$ cat config.mk
export PLATFORM = sky130hd
export DESIGN_NAME = mia_arbiter
export DESIGN_NICKNAME = d
export VERILOG_FILES = /design/src/include/mia_pkg.sv /design/src/core/mia_arbiter.sv
export SDC_FILE = /design/constraint.sdc
export NUM_CORES = 1
export LEC_CHECK = 0
export BUFFER_PORTS_ARGS = -buffer_cell sky130_fd_sc_hd__buf_2
export CAP_MARGIN = 20
export CORE_MARGIN = 2
export CORE_UTILIZATION = 25
export DETAILED_ROUTE_END_ITERATION = 6
export GPL_TIMING_DRIVEN = 0
export PLACE_DENSITY = 0.51
export SLEW_MARGIN = 20
export SYNTH_ARGS = -nofsm -noshare
export SYNTH_HDL_FRONTEND = slang
export SYNTH_SLANG_ARGS = --single-unit
$ cat constraint.sdc
create_clock -name clk -period 2.3 [get_ports clk]
set_input_delay 0 -clock clk [delete_from_list [all_inputs] [get_ports clk]]
set_output_delay 0 -clock clk [all_outputs]
set_load 0.05 [all_outputs]
$ cat src/include/mia_pkg.sv
// shared constants and types of the interrupt arbiter
package mia_pkg;
    // source counts and ordering (index 0 = highest priority)
    localparam int          MIA_NEXT      = 5;
    localparam int          MIA_NINT      = 9;
    localparam int          MIA_NSRC      = 14;
    localparam int          MIA_IDX_W     = 4;
    // register offsets
    localparam logic [7:0]  MIA_OFS_FLAGS_A = 8'h00;
    localparam logic [7:0]  MIA_OFS_FLAGS_B = 8'h01;
    localparam logic [7:0]  MIA_OFS_EN_A    = 8'h02;
    localparam logic [7:0]  MIA_OFS_EN_B    = 8'h03;
    localparam logic [7:0]  MIA_OFS_EDGE    = 8'h04;
    localparam logic [7:0]  MIA_OFS_PF_ONE  = 8'h05;
    localparam logic [7:0]  MIA_OFS_PF_TWO  = 8'h06;
    localparam logic [7:0]  MIA_OFS_PF_B    = 8'h07;
    localparam logic [7:0]  MIA_OFS_ECE     = 8'h08;
    localparam logic [7:0]  MIA_OFS_STATUS  = 8'h09;
    // reset values
    localparam logic [7:0]  MIA_RST_BYTE  = 8'h00;
    localparam logic [13:0] MIA_RST_FLAGS = 14'h0000;
    // field positions
    localparam int          MIA_B_SRC0    = 0;
    localparam int          MIA_B_SRC1    = 1;
    localparam int          MIA_B_EC      = 2;
    localparam int          MIA_B_SRC3    = 3;
    localparam int          MIA_B_SRC4    = 4;
    localparam int          MIA_B_INT0    = 5;
    localparam int          MIA_B_FLAGS_B = 8;
    localparam int          MIA_W_FLAGS_B = 6;
    localparam int          MIA_CE_LO     = 0;
    localparam int          MIA_CE_HI     = 1;
    localparam int          MIA_CE_SRC    = 2;
    localparam int          MIA_CCR_I     = 7;
    // exception entry timing in states
    localparam int          MIA_STACK_STATES = 4;
    localparam int          MIA_WORD_STATES  = MIA_STACK_STATES / 2;
    localparam int          MIA_VEC_STATES   = 2;
    localparam logic        MIA_PH_LAST      = 1'(MIA_WORD_STATES - 1);
    // word access: lowest address bit always zero
    localparam logic [15:0] MIA_WORD_ALIGN = 16'hFFFE;
    localparam logic [15:0] MIA_WORD_BYTES = 16'h0002;
    // vector number of each source, in priority order
    localparam logic [4:0]  MIA_VEC_NUM [MIA_NSRC] = '{
        5'h04, 5'h05, 5'h06, 5'h07, 5'h08,
        5'h0B, 5'h0C, 5'h0D, 5'h0E, 5'h0F, 5'h10,
        5'h12, 5'h13, 5'h14};

    typedef enum logic [2:0] {
        MIA_IDLE    = 3'b000,
        MIA_WAIT    = 3'b001,
        MIA_STK_PC  = 3'b011,
        MIA_STK_CCR = 3'b010,
        MIA_VEC     = 3'b110,
        MIA_JUMP    = 3'b111
    } mia_state_t;

    typedef struct packed {
        logic [15:0] addr;
        logic [15:0] wdata;
        logic        we;
        logic        re;
    } mia_mem_req_t;
endpackage

$ cat src/core/mia_arbiter.sv
// interrupt arbiter: request flags, enables, edge detect and exception entry
//
// Strobed register access and the placing of the registers were left to the implementer.
`timescale 1ns/1ps
`default_nettype none
module mia_arbiter
    import mia_pkg::*;
#(
    parameter int INT_SRCS = 9
) (
    input  wire logic                 clk,
    input  wire logic                 sys_rst,
    input  wire logic [7:0]           reg_addr,
    input  wire logic [7:0]           reg_wdata,
    input  wire logic                 reg_wr,
    input  wire logic                 reg_rd,
    output logic [7:0]                reg_rdata,
    input  wire logic [INT_SRCS-1:0]  int_req,
    input  wire logic [3:0]           ext_pin_n,
    input  wire logic                 event_counter_irq_pin,
    input  wire logic                 counter_modulated_signal,
    input  wire logic [7:0]           condition_code_reg,
    input  wire logic                 instr_done,
    input  wire logic [15:0]          pc_next,
    input  wire logic [15:0]          sp,
    output mia_pkg::mia_mem_req_t     mem_req,
    input  wire logic [15:0]          mem_rdata,
    output logic                      set_mask,
    output logic                      pc_load,
    output logic [15:0]               pc_target,
    output logic                      irq_pending,
    input  wire logic                 rte_load,
    input  wire logic [15:0]          rte_word,
    output logic [7:0]                ccr_restore
);
    import mia_pkg::*;

    generate
        if (INT_SRCS != MIA_NINT) begin : g_bad_count
            $error("mia_arbiter serves exactly nine internal sources");
        end
    endgenerate

    ////////////////////////////////////////////////////////////////////////////
    // configuration registers
    logic [7:0]       enable_bits_a;
    logic [7:0]       enable_bits_b;
    logic [7:0]       edge_select_reg;
    logic [7:0]       pin_function_reg_one;
    logic [7:0]       pin_function_reg_two;
    logic [7:0]       pin_function_reg_b;
    logic [7:0]       event_counter_edge_reg;
    logic [13:0]      flags;
    logic [13:0]      en_all;
    logic [13:0]      raw_evt;
    logic [13:0]      set_evt;
    logic [13:0]      clr;
    logic [13:0]      pend;
    logic             mask_bit;
    mia_state_t       state;
    mia_state_t       next_state;
    logic             phase;
    logic [MIA_IDX_W-1:0] sel_idx;
    logic [4:0]       sel_vec;
    logic [15:0]      stk_pc;
    logic [7:0]       stk_ccr;

    assign mask_bit = condition_code_reg[MIA_CCR_I];

    // software writable settings
    always_ff @(posedge clk) begin
        if (sys_rst) begin
            enable_bits_a          <= MIA_RST_BYTE;
            enable_bits_b          <= MIA_RST_BYTE;
            edge_select_reg        <= MIA_RST_BYTE;
            pin_function_reg_one   <= MIA_RST_BYTE;
            pin_function_reg_two   <= MIA_RST_BYTE;
            pin_function_reg_b     <= MIA_RST_BYTE;
            event_counter_edge_reg <= MIA_RST_BYTE;
        end else if (reg_wr) begin
            unique case (reg_addr)
                MIA_OFS_EN_A:   enable_bits_a          <= reg_wdata;
                MIA_OFS_EN_B:   enable_bits_b          <= reg_wdata;
                MIA_OFS_EDGE:   edge_select_reg        <= reg_wdata;
                MIA_OFS_PF_ONE: pin_function_reg_one   <= reg_wdata;
                MIA_OFS_PF_TWO: pin_function_reg_two   <= reg_wdata;
                MIA_OFS_PF_B:   pin_function_reg_b     <= reg_wdata;
                MIA_OFS_ECE:    event_counter_edge_reg <= reg_wdata;
                default: ;
            endcase
        end
    end

    ////////////////////////////////////////////////////////////////////////////
    // external edge detection
    logic [3:0] ext_func;
    logic [3:0] ext_esel;
    logic [3:0] ext_eff;
    logic [3:0] ext_prev;
    logic [3:0] ext_evt;
    logic       ec_sig;
    logic       ec_prev;
    logic       ec_rise;
    logic       ec_fall;
    logic       ec_evt;

    // pin index 0..3 serves sources 0, 1, 3, 4
    assign ext_func = {pin_function_reg_one[MIA_B_SRC4], pin_function_reg_one[MIA_B_SRC3],
                       pin_function_reg_b[MIA_B_SRC0], pin_function_reg_two[MIA_B_SRC0]};
    assign ext_esel = {edge_select_reg[MIA_B_SRC4], edge_select_reg[MIA_B_SRC3],
                       edge_select_reg[MIA_B_SRC1], edge_select_reg[MIA_B_SRC0]};
    // a pin not in interrupt function looks high, so switching it with the pin low is an edge
    assign ext_eff  = (ext_func & ext_pin_n) | ~ext_func;
    // edge select zero falling, one rising
    assign ext_evt  = (ext_esel & ~ext_prev & ext_eff) | (~ext_esel & ext_prev & ~ext_eff);

    // counter source: pin or modulated signal, a change of source may itself be an edge
    assign ec_sig  = event_counter_edge_reg[MIA_CE_SRC] ? counter_modulated_signal
                                                         : event_counter_irq_pin;
    assign ec_rise = ~ec_prev & ec_sig;
    assign ec_fall = ec_prev & ~ec_sig;
    always_comb begin
        if (event_counter_edge_reg[MIA_CE_HI]) begin
            ec_evt = ec_rise | ec_fall;
        end else if (event_counter_edge_reg[MIA_CE_LO]) begin
            ec_evt = ec_rise;
        end else begin
            ec_evt = ec_fall;
        end
    end

    // previous levels for edge detection
    always_ff @(posedge clk) begin
        if (sys_rst) begin
            ext_prev <= 4'hF;
            ec_prev  <= 1'b1;
        end else begin
            ext_prev <= ext_eff;
            ec_prev  <= ec_sig;
        end
    end

    ////////////////////////////////////////////////////////////////////////////
    // request flags
    assign en_all  = {enable_bits_b[MIA_W_FLAGS_B-1:0], enable_bits_a};
    assign raw_evt = {int_req, ext_evt[3], ext_evt[2], ec_evt, ext_evt[1], ext_evt[0]};
    assign set_evt = raw_evt & en_all;
    assign pend    = flags & en_all;

    // only a written zero over a set flag clears it
    always_comb begin
        clr = MIA_RST_FLAGS;
        if (reg_wr && reg_addr == MIA_OFS_FLAGS_A) begin
            clr[MIA_B_FLAGS_B-1:0] = ~reg_wdata & flags[MIA_B_FLAGS_B-1:0];
        end
        if (reg_wr && reg_addr == MIA_OFS_FLAGS_B) begin
            clr[MIA_NSRC-1:MIA_B_FLAGS_B] = ~reg_wdata[MIA_W_FLAGS_B-1:0]
                                          & flags[MIA_NSRC-1:MIA_B_FLAGS_B];
        end
    end

    // set wins over a colliding clear
    always_ff @(posedge clk) begin
        if (sys_rst) begin
            flags <= MIA_RST_FLAGS;
        end else begin
            flags <= (flags & ~clr) | set_evt;
        end
    end

    ////////////////////////////////////////////////////////////////////////////
    // priority select: lowest index wins
    function automatic logic [MIA_IDX_W-1:0] mia_first(input logic [13:0] p);
        logic [MIA_IDX_W-1:0] idx;
        idx = '0;
        for (int i = MIA_NSRC - 1; i >= 0; i--) begin
            if (p[i]) begin
                idx = MIA_IDX_W'(i);
            end
        end
        return idx;
    endfunction

    assign irq_pending = |pend;

    ////////////////////////////////////////////////////////////////////////////
    // exception entry sequencer
    always_comb begin
        next_state = state;
        unique case (state)
            MIA_IDLE: begin
                if (|pend && !mask_bit) begin
                    next_state = MIA_WAIT;
                end
            end
            MIA_WAIT: begin
                if (instr_done) begin
                    next_state = MIA_STK_PC;
                end
            end
            MIA_STK_PC: begin
                if (phase == MIA_PH_LAST) begin
                    next_state = MIA_STK_CCR;
                end
            end
            MIA_STK_CCR: begin
                if (phase == MIA_PH_LAST) begin
                    next_state = MIA_VEC;
                end
            end
            MIA_VEC: begin
                if (phase == MIA_PH_LAST) begin
                    next_state = MIA_JUMP;
                end
            end
            MIA_JUMP: next_state = MIA_IDLE;
            // unused codes fall back to idle
            default:  next_state = MIA_IDLE;
        endcase
    end

    // state and phase within a two state bus cycle
    always_ff @(posedge clk) begin
        if (sys_rst) begin
            state <= MIA_IDLE;
            phase <= 1'b0;
        end else begin
            state <= next_state;
            phase <= (next_state == state) ? ~phase : 1'b0;
        end
    end

    // latch the selected source on acceptance
    always_ff @(posedge clk) begin
        if (sys_rst) begin
            sel_idx <= '0;
            sel_vec <= '0;
        end else if (state == MIA_IDLE && next_state == MIA_WAIT) begin
            sel_idx <= mia_first(pend);
            sel_vec <= MIA_VEC_NUM[mia_first(pend)];
        end
    end

    // return context captured when the instruction completes
    always_ff @(posedge clk) begin
        if (sys_rst) begin
            stk_pc  <= '0;
            stk_ccr <= MIA_RST_BYTE;
        end else if (state == MIA_WAIT && instr_done) begin
            stk_pc  <= pc_next;
            stk_ccr <= condition_code_reg;
        end
    end

    // registered memory requests for stacking and vector fetch
    always_ff @(posedge clk) begin
        if (sys_rst) begin
            mem_req <= '0;
        end else begin
            mem_req.we <= (next_state == MIA_STK_PC) || (next_state == MIA_STK_CCR);
            mem_req.re <= (next_state == MIA_VEC);
            unique case (next_state)
                MIA_STK_PC: begin
                    mem_req.addr  <= (sp - MIA_WORD_BYTES) & MIA_WORD_ALIGN;
                    mem_req.wdata <= (state == MIA_WAIT) ? pc_next : stk_pc;
                end
                MIA_STK_CCR: begin
                    mem_req.addr  <= (sp - MIA_WORD_BYTES - MIA_WORD_BYTES) & MIA_WORD_ALIGN;
                    mem_req.wdata <= {stk_ccr, stk_ccr};
                end
                MIA_VEC: begin
                    mem_req.addr  <= {10'h000, sel_vec, 1'b0} & MIA_WORD_ALIGN;
                    mem_req.wdata <= '0;
                end
                default: begin
                    mem_req.addr  <= '0;
                    mem_req.wdata <= '0;
                end
            endcase
        end
    end

    // mask set, handler jump
    always_ff @(posedge clk) begin
        if (sys_rst) begin
            set_mask  <= 1'b0;
            pc_load   <= 1'b0;
            pc_target <= '0;
        end else begin
            set_mask <= (state == MIA_WAIT) && instr_done;
            pc_load  <= (next_state == MIA_JUMP);
            if (state == MIA_VEC && phase == MIA_PH_LAST) begin
                pc_target <= mem_rdata & MIA_WORD_ALIGN;
            end
        end
    end

    // return: even address byte is the CONDITION_CODE_REG, odd byte ignored
    always_ff @(posedge clk) begin
        if (sys_rst) begin
            ccr_restore <= MIA_RST_BYTE;
        end else if (rte_load) begin
            ccr_restore <= rte_word[15:8];
        end
    end

    ////////////////////////////////////////////////////////////////////////////
    // register read port, data one cycle after the strobe
    always_ff @(posedge clk) begin
        if (sys_rst) begin
            reg_rdata <= MIA_RST_BYTE;
        end else if (reg_rd) begin
            unique case (reg_addr)
                MIA_OFS_FLAGS_A: reg_rdata <= flags[MIA_B_FLAGS_B-1:0];
                MIA_OFS_FLAGS_B: reg_rdata <= {2'b00, flags[MIA_NSRC-1:MIA_B_FLAGS_B]};
                MIA_OFS_EN_A:    reg_rdata <= enable_bits_a;
                MIA_OFS_EN_B:    reg_rdata <= enable_bits_b;
                MIA_OFS_EDGE:    reg_rdata <= edge_select_reg;
                MIA_OFS_PF_ONE:  reg_rdata <= pin_function_reg_one;
                MIA_OFS_PF_TWO:  reg_rdata <= pin_function_reg_two;
                MIA_OFS_PF_B:    reg_rdata <= pin_function_reg_b;
                MIA_OFS_ECE:     reg_rdata <= event_counter_edge_reg;
                MIA_OFS_STATUS:  reg_rdata <= {state, sel_vec};
                default:         reg_rdata <= MIA_RST_BYTE;
            endcase
        end else begin
            reg_rdata <= MIA_RST_BYTE;
        end
    end
endmodule
`default_nettype wire

Yosys cells after proc, flatten, opt, wreduce, memory -nomap -nowiden
Memory sizes are Yosys's and may differ from the RTL's. A register that Yosys moved wholly into a read port is not among the register bits.
Index checks and enable logic that the tools add are counted.
{"block": "totals", "out_inout_bits": 69, "romBits": 80, "regBits": 170, "in_bits": 109, "elab_cells": 124, "memories": 1}
{"block": "op_classes", "bitwise_logic": 29, "n_mux": 30, "add_sub_neg": 2, "eq_ne": 19, "n_reduce_logical": 20}
{"name": "(no name shown)", "words": 16, "width": 5, "rd": 1, "rd_ports_with_merged_regs": 1, "wr": 0, "line": "mia_arbiter.sv:240", "source": "sel_vec <= MIA_VEC_NUM[mia_first(pend)];"}
{"operator": "$pmux 32 s3", "n": 1}
{"operator": "$pmux 8 s10", "n": 1}
{"operator": "$mux 4", "n": 16}
{"operator": "$and 14x14->14", "n": 3}
{"operator": "$eq 8x3->1 const B", "n": 4}
{"operator": "$sub 16x2->16 const B", "n": 2}
{"operator": "$and 4x4->4", "n": 5}
{"operator": "$eq 8x2->1 const B", "n": 2}
{"operator": "$eq 8x4->1 const B", "n": 2}
{"operator": "$mux 16", "n": 1}
{"operator": "$not 4->4", "n": 4}
{"operator": "$mux 3", "n": 5}
{"operator": "$pmux 3 s5", "n": 1}
{"operator": "$not 14->14", "n": 1}
{"operator": "$or 14x14->14", "n": 1}
{"operator": "$reduce_and 2->1", "n": 7}
{"operator": "$reduce_or 14->1", "n": 1}
{"operator": "$eq 3x2->1 const B", "n": 4}
{"operator": "$eq 3x3->1 const B", "n": 3}
{"operator": "$and 8x8->8", "n": 1}
{"operator": "$eq 8x1->1 const B", "n": 1}
{"operator": "$logic_not 8->1", "n": 1}
{"operator": "$mux 8", "n": 1}
{"operator": "$not 8->8", "n": 1}
{"operator": "other kinds (16)", "n": 31}

Depth between registers and ports, before layout
Gate-level depths: netlist of run 1.
{"block": "logic_depth", "depth_word": 18, "mapped_depth": 9, "mapped_depth_nobuf": 8}

Worst setup path after synthesis of run 1
Ideal clock, no wire load.
{"block": "synth_timing", "path_type": "register -> register", "from": "register enable_bits_a[5]", "to": "register pc_load", "period_less_slack_ps": 2139, "t_required_ps": 2185, "n_path_buf": 1, "setup_ps": 115, "setup_slack_ps": 161, "arrival_ps": 2025, "path_stages_with_launch": 8, "path_cell_list": "dfxtp_1 > a22oi_1 > and3_1 > clkbuf_1 > nand4_1 > nand2_1 > nand3_1 > and2_1"}
{"block": "synth_between", "elab_chain_len": 6}
{"element": "from (decl)", "line": "mia_arbiter.sv:46", "source": "logic [7:0] enable_bits_a;"}
{"element": "from (signal assigned)", "line": "mia_arbiter.sv:82", "source": "MIA_OFS_EN_A: enable_bits_a <= reg_wdata;"}
{"element": "$and 14x14->14", "line": "mia_arbiter.sv:148", "source": "assign pend = flags & en_all;"}
{"element": "$reduce_or 14->1"}
{"element": "net irq_pending", "line": "mia_arbiter.sv:31", "source": "output logic irq_pending,"}
{"element": "$logic_and 1x1->1", "line": "mia_arbiter.sv:192", "source": "if (|pend && !mask_bit) begin"}
{"element": "$mux 3", "line": "mia_arbiter.sv:192"}
{"element": "$pmux 3 s5", "line": "mia_arbiter.sv:190", "source": "unique case (state)"}
{"element": "$eq 3x3->1", "line": "mia_arbiter.sv:291", "source": "pc_load <= (next_state == MIA_JUMP);"}
{"element": "to (signal assigned)", "line": "mia_arbiter.sv:291"}
{"element": "to (decl)", "line": "mia_arbiter.sv:29", "source": "output logic pc_load,"}
The timed path passes the listed nets, and every way through them passes these cells.
A chain may end at the register's enable or synchronous reset.

Final worst setup path of run 1
{"block": "layout_timing", "from": "input port sp[4]", "to": "register mem_req[32] (netlist name)"}
{"block": "layout_between", "elab_chain_len": 3}
{"element": "from (decl)", "line": "mia_arbiter.sv:25", "source": "input wire logic [15:0] sp,"}
{"element": "$sub 16x2->16 *", "line": "mia_arbiter.sv:264, mia_arbiter.sv:268"}
{"element": "$sub 16x2->16", "line": "mia_arbiter.sv:268", "source": "mem_req.addr <= (sp - MIA_WORD_BYTES - MIA_WORD_BYTES) & MIA_WORD_ALIGN;"}
{"element": "$pmux 32 s3 *", "line": "mia_arbiter.sv:262", "source": "unique case (next_state)"}
{"element": "to (decl)", "line": "mia_arbiter.sv:26", "source": "output mia_pkg::mia_mem_req_t mem_req,"}
Mark *: on every way between the ends. The rest lies on a longest branch, timed or not.

==> results of run 1 <==
## cells in the mapped netlist, drive strengths merged (4+ instances only)
cell type / n
o22ai: 5
mux2i: 65
o21ai: 31
xor2: 9
nor3b: 6
and2: 10
a221oi: 5
a22oi: 13
mux4: 14
mux2: 12
nand2b: 13
ha: 4
a32oi: 5
a21oi: 108
nor4: 4
nand2: 155
o211ai: 4
xnor2: 8
nor2b: 9
nor3: 11
a211oi: 6
buf: 13
nand3: 21
inv: 7
nand4: 8
a22o: 4
nor2: 116
clkbuf: 48
dfxtp: 174
and3b: 4
## worst register-to-register path, delay by kind of cell (launching register included)
family / cells / cell delay, ns
flip-flops: 1 / 0.41
AO/OA/AOI/OAI: 1 / 0.33
AND/OR/NAND/NOR: 4 / 1.32
## cell families (layout without fill, tap and decap cells)
group                      after synthesis  in the layout  synth area share [%]
buffers and inverters                   68            326                  3.56
xor gates and xnor gates                17             17                  1.83
muxes                                   91             91                  13.6
and+or+nand+nor                        378            378                  21.5
adders and majority gates                4              4                 0.617
AOI/OAI and AO/OA                      209            209                  15.9
other                                    1              3                0.0462
DFF                                    174            174                  42.9
## placed cells by master (no fill, tap or decap), types with 4 or more instances in the layout
master	Yosys	layout
o211ai_1	4	4
clkinv_2	0	4
nand2_1	154	153
a221oi_1	5	5
inv_1	7	7
buf_4	3	6
buf_2	7	158
and2_1	9	9
nand2b_1	13	13
a22o_1	4	4
a22oi_1	12	12
a21oi_1	108	108
dfxtp_1	174	174
o22ai_1	5	5
nor2_1	116	116
and3b_1	4	4
clkbuf_1	43	39
clkbuf_2	5	9
ha_1	4	4
mux4_2	14	14
nor3b_1	5	5
nor2b_1	9	9
dlygate4sd3_1	0	73
xor2_1	9	9
xnor2_1	8	8
a211oi_1	6	5
a32oi_1	5	5
o21ai_0	31	31
nand4_1	8	8
nor3_1	10	10
mux2i_1	65	65
mux2_2	12	12
nand3_1	19	18
clkbuf_16	0	17
## layout make-up
type,count,area share [%]
Clock inverter,13,1.28
Buffer,60,2.45
Antenna cell,1,0.0232
Tap cell,435,5.05
Sequential cell,174,32.3
Inverter,7,0.244
Timing Repair Buffer,227,14.0
Clock buffer,19,4.11
Multi-Input combinational cell,701,40.5
## layer usage
| metal | global-route usage (%) | wire [um] |
|---|---|---|
| met5 | 0 | 0 |
| met4 | 4.16 | 371 |
| met3 | 3.36 | 1250 |
| met2 | 25.6 | 12500 |
| met1 | 19.9 | 12300 |
## metrics by stage
step	hold WS (ns)	total power [W]	setup TNS (ns)
after detailed placement	0.229	0.00352	-11.04
after floorplan	0.122	0.00334	0
after CTS	0.00101	0.00656	-0.653
final	0.00820	0.00646	0
after global placement	0.229	0.00353	-11.29
after global routing	0.0158	0.00671	-0.00228
## final timing paths
check | start | to | cells after the start
max | sp[4] | mem_req[32]$_SDFF_PP0_ | 7
min | reg_wdata[1] | enable_bits_a[1]$_SDFFE_PP0P_ | 3
max reg2reg | state[0]$_SDFF_PP0_ | mem_req[33]$_SDFF_PP0_ | 5
min reg2reg | pc_target[11]$_SDFFE_PP0P_ | pc_target[11]$_SDFFE_PP0P_ | 2
## power by group
group	switching [W]	leakage (nW)	internal (W)	total, W
registers	0.00000536	1.40	0.00302	0.00303
clock network	0.00127	0.280	0.00163	0.00291
logic	0.000294	2.64	0.000228	0.000523
## repair_timing
item | 4_1_cts | 5_1_grt
gates resized for setup | 4 | 6
hold buffers | 73 | 0
endpoints found under the setup margin | 33 | 36
buffers inserted | 0 | 3
pin swaps | 0 | 1
endpoints found under the hold margin | 110 | 0
==> results.md, run 1 <==
- Multi-input gate area: approximately 0.0044 mm2
- Root Driver: clkbuf_16
- Peak supply drop: 448 uV
- Die span in y: 184 um
- Primary FF master, synth: dfxtp_1
- Finished Cell Area: 0.0108 mm2
- CTS sink count: ~170
- F_max: around 460 MHz
- Via-to-Cell Ratio: 4.68
- Average wire per standard cell: about 16 um
- Peak fanout along the critical path: 10
- DP Worst Slack: -0.416 ns
- DRT antenna net count: 0
- Clock slew at reported path FFs: 0.07 ns
- CTS tree: done
- Most flops, register: mem_req
- Largest net degree at the start of global routing: 17
- Largest register FFs: 33
- Setup Viol. Count Final: 0
- CTS Buf Count: 17
- Worst Skew: 0.0109 ns
- Slew @ Worst Pin: 0.777 ns
- First-pass GRT wire length: 39800 um
- Slowest stage delay, CP: 0.61 ns
- Core Util, Final: 33.9%
- Number of antenna violations at the first check in global routing: 0
- DP HPWL: about 20000 um
- Fillers: 3356
- CP max-delay cell: nor4_1
- Crit Path Class: in -> reg
- Critical Path AT: 2.46 ns
- Post-synthesis instance total: ~940
- Initial Util: around a quarter
- Worst setup margin: 0.146 ns
- Core area: 0.0318 mm2
- Routability cong.: 0.828
- Fin crit share: approximately 94%
- Area share of the largest cell type after synthesis: 42.9%
- Row count: 65
- Mean post-synth cell area: ~8.6 um2
- Leading registers by flop count: mem_req (33), stk_pc (16), pc_target (15)
- Layout cells sized above 1: 20.6%
- Area growth, synth to finish: 32.8%
- Total gr overflow: 0
- Max_cap viols: 0
- Clk_lat worst skew: 0.44 ns
- Outcome: finished, final reports clean
- Placement Cell Area: 0.00942 mm2
- Via count: 7653
- Setup crit end kind: flip-flop
- Critical Path RT: 2.61 ns
- Critical path, cell by cell: dlygate4sd3_1 -> buf_6 -> nor3_2 -> a22oi_2 -> nor4_1 -> a211o_1 -> o211ai_1
- DRC viols: 0
- H-tree depth: 4
- Power Density: 599 mW/mm2
- # IOs: 178
- 1st-iter DRT viols: around 480
- HP Class: in -> reg
- Dpl cells: ~1500
- Synth area leaders: dfxtp_1, mux2i_1, nand2_1, a21oi_1, nor2_1
- Die area: about 0.034 mm2
- Final WL: 26400 um
- Startpoint types: input port
- Synth cell types: between 70 and 80
- Die Span X: 184 um
- Nets: 1301
- Final Hold Violating Endpoints: 0
- Tot GR Track Use: 15.3%
- Port buffer count: around 150
- Register Area: 0.00348 mm2
- Warnings, synthesis: 0
- Top Family by Delay on Critical Path: simple AND/OR/NAND/NOR gates
- Synth async-reset ratio: 0%
- Rel. slew slack: 48.2%
- Vias in the first global route: 7118
- Non-filler cells, final: 1637
- Min Clock Period, post-route: 2.15 ns
- R2r setup slk: ~0.15 ns
- Worst path buffer plus inverter count: 2
- Final slew viol count: 0
- Initial DRT Pass Iterations: 6
- Bufs on Longest Clock Path: 2
- Syn Std Cell Area: 0.00812 mm2
- Synth Register Bits: 174
- Register area share after synthesis: 42.9%
- Post-synth EDFFs: 0
- Leakage power: 4.32 nW
- Synth area leader: dfxtp_1
No activity file was read; power rests on OpenSTA's default activity.
==> run 2: changes to the inputs <==
- PLACE_DENSITY: 0.51 -> 0.52
- REMOVE_ABC_BUFFERS: unset -> 1
- clock period: 2.3 -> 1.8 ns (I/O delays scaled with it)
==> run 2 against run 1 <==
Net effect: via count rose by 1.3%; total power is 31% higher; critical path depth down 2; critical endpoint is now sel_vec[1]$_SDFFE_PP0P_; critical path type is now reg -> reg; cell area increased by 5.8%; combinational power is 38% higher; register-to-register slack got worse by 0.11 ns; clock skew down 0.0035 ns; highest routed layer unchanged; sequential power increased by 28%.
==> results.md, run 2 (synthesis gave the netlist of run 1 again) <==
- Top Family by Delay on Critical Path: simple AND/OR/NAND/NOR gates
- Critical path, cell by cell: or4_4 -> a41oi_2 -> nor2_1 -> a211o_1 -> nor4bb_1
- Setup crit end kind: flip-flop
- Finished Cell Area: roughly 0.011 mm2
- DP HPWL: roughly 17000 um
- Total inserted antenna cells: 0
- CTS tree: done
- Peak fanout along the critical path: 6
- Most common cell after layout, fill and taps aside: dfxtp_1
- Root Driver: clkbuf_16
- Setup Viol. Count Final: 0
- Hold Crit Depth: 3
- Leakage power: roughly 4.6 nW
- Nets: roughly 1300
- Worst Reg-to-Reg Cells: 5
- Initial Util: 25.5%
- Critical Path RT: between 2 and 2.5 ns
- Final Hold Violating Endpoints: 0
- Area growth, synth to finish: 40.5%
- H-tree depth: 4
- Setup crit start: state[2]$_SDFF_PP0_
- Slew @ Worst Pin: 0.879 ns
- Most flops, register: mem_req
- Peak supply drop: 615 uV
- Clk_lat worst skew: approximately 0.43 ns
- DRT antenna net count: 0
- Worst path buffer plus inverter count: 0
- # IOs: 178
- Routability cong.: 0.812
- Final Power: 0.00843 W
- Placement Cell Area: 0.00934 mm2
- R2r setup slk: 0.03 ns
- Initial DRT Pass Iterations: 5
- Dpl cells: 1489
- DP Worst Slack: -0.923 ns
- Port buffer count: 165
- CTS sink count: roughly 170
- CP max-delay cell: or4_4
- Die Span X: 184 um
- Final slew viol count: 0
- Non-filler cells, final: about 1600
- Via count: roughly 7700
- Leading registers by flop count: mem_req (33), stk_pc (16), pc_target (15)
- Die area: 0.0339 mm2
- Hold Path End: mem_req[19]$_SDFF_PP0_
- First-pass GRT wire length: around 40000 um
- Final WL: 25800 um
- Outcome: finished, final reports clean
- Core area: 0.0318 mm2
- Max_cap viols: 0
- Number of antenna violations at the first check in global routing: 0
- Tot GR Track Use: ~15%
- Commonest cells after routing, fill and taps aside: dfxtp_1, buf_2, nand2_1, nor2_1, a21oi_1
- F_max: 566 MHz
- Die span in y: approximately 180 um
- Setup TNS: 0 ns
- Worst setup margin: ~0.034 ns
- Hold Startpoint: sp[1]
- Crit Path Class: reg -> reg
- Startpoint types: flip-flop
- Fin crit share: 98.1%
- Fillers: 3236
- 1st-iter DRT viols: 489
- HP Class: in -> reg
- RSZ-0062 raised after global routing: true
- Clock slew at reported path FFs: 0.07 ns
- Largest register FFs: 33
- Rel. slew slack: 41.4%
- Row count: 65
- Worst r2r dst: sel_vec[1]$_SDFFE_PP0P_
- Min Clock Period, post-route: 1.77 ns
- Slowest stage delay, CP: 0.56 ns
- Via-to-Cell Ratio: 4.70
- Largest net degree at the start of global routing: 80
- CTS Buf Count: 17
- Layout cells sized above 1: 26.8%
- Reg2reg start: state[2]$_SDFF_PP0_
- Average wire per standard cell: ~16 um
- Bufs on Longest Clock Path: 2
- Worst Skew: roughly 0.0074 ns
- Total gr overflow: 0
- Vias in the first global route: 7258
- Critical Path AT: roughly 2.1 ns
- DRC viols: 0
- Power Density: 740 mW/mm2
-- run 2: cell count changes in the layout (fill, tap and decap cells not counted), sizes merged --
cell / before / now
buf: 167 / 204
clkbuf: 66 / 21
dlygate4sd3: 73 / 93
diode: 1 / 0
-- run 2: per-layer routing --
layer  vias up  part of all wire [%]  track usage, %
met5         -                     0               0
met4         0                   1.2            3.49
met3        25                   4.7            3.12
li1       3828                     -               -
met1      3686                    46            19.8
met2       210                    48            25.5
-- run 2: through the flow --
stage / hold WS [ns] / util [%]
final: 0.00533 / 35.9
after global routing: 0.0104 / 35.9
after CTS: 0.00842 / 35.0
after detailed placement: 0.222 / 29.4
after global placement: 0.217 / 29.0
after floorplan: 0.0691 / -
-- run 2: worst min-delay path, stage by stage --
cell,delay [ns]
clkbuf_4,0.21
a221oi_1,0.11
nor2_1,0.08
-- run 2: repair_timing --
| item | in CTS | in global routing |
|---|---|---|
| gates resized for setup | 44 | 28 |
| hold buffers | 94 | 0 |
| setup endpoints to repair | 110 | 97 |
| buffers inserted | 9 | 24 |
| endpoints found under the hold margin | 143 | 0 |
| pin swaps | 3 | 17 |
-- run 2: area by class of cell --
class | count | area [um2] | area share [%]
Multi-Input combinational cell | 701 | 4590 | 40.3
Sequential cell | 174 | 3500 | 30.7
Timing Repair Buffer | 299 | 2130 | 18.7
Tap cell | 435 | 544 | 4.77
Clock buffer | 19 | 453 | 3.97
Clock inverter | 13 | 155 | 1.36
Inverter | 7 | 26.3 | 0.230
-- run 2: worst max path at each step --
stage                                           end  depth (start not counted)  slack [ns]
2_1_floorplan                mem_req[33]$_SDFF_PP0_                          6       -0.69
3_3_place_gp   pin_function_reg_two[3]$_SDFFE_PP0P_                          6       -2.05
3_5_place_dp     pin_function_reg_b[4]$_SDFFE_PP0P_                          7       -0.92
4_1_cts                      mem_req[33]$_SDFF_PP0_                          7       -0.07
5_1_grt                      mem_req[33]$_SDFF_PP0_                          7       -0.08
6_report                    sel_vec[1]$_SDFFE_PP0P_                          5        0.03
-- run 2: power by group --
group | internal (W) | switching, W
clock network | 0.00215 | 0.00170
registers | 0.00386 | 0.0000106
logic | 0.000342 | 0.000378
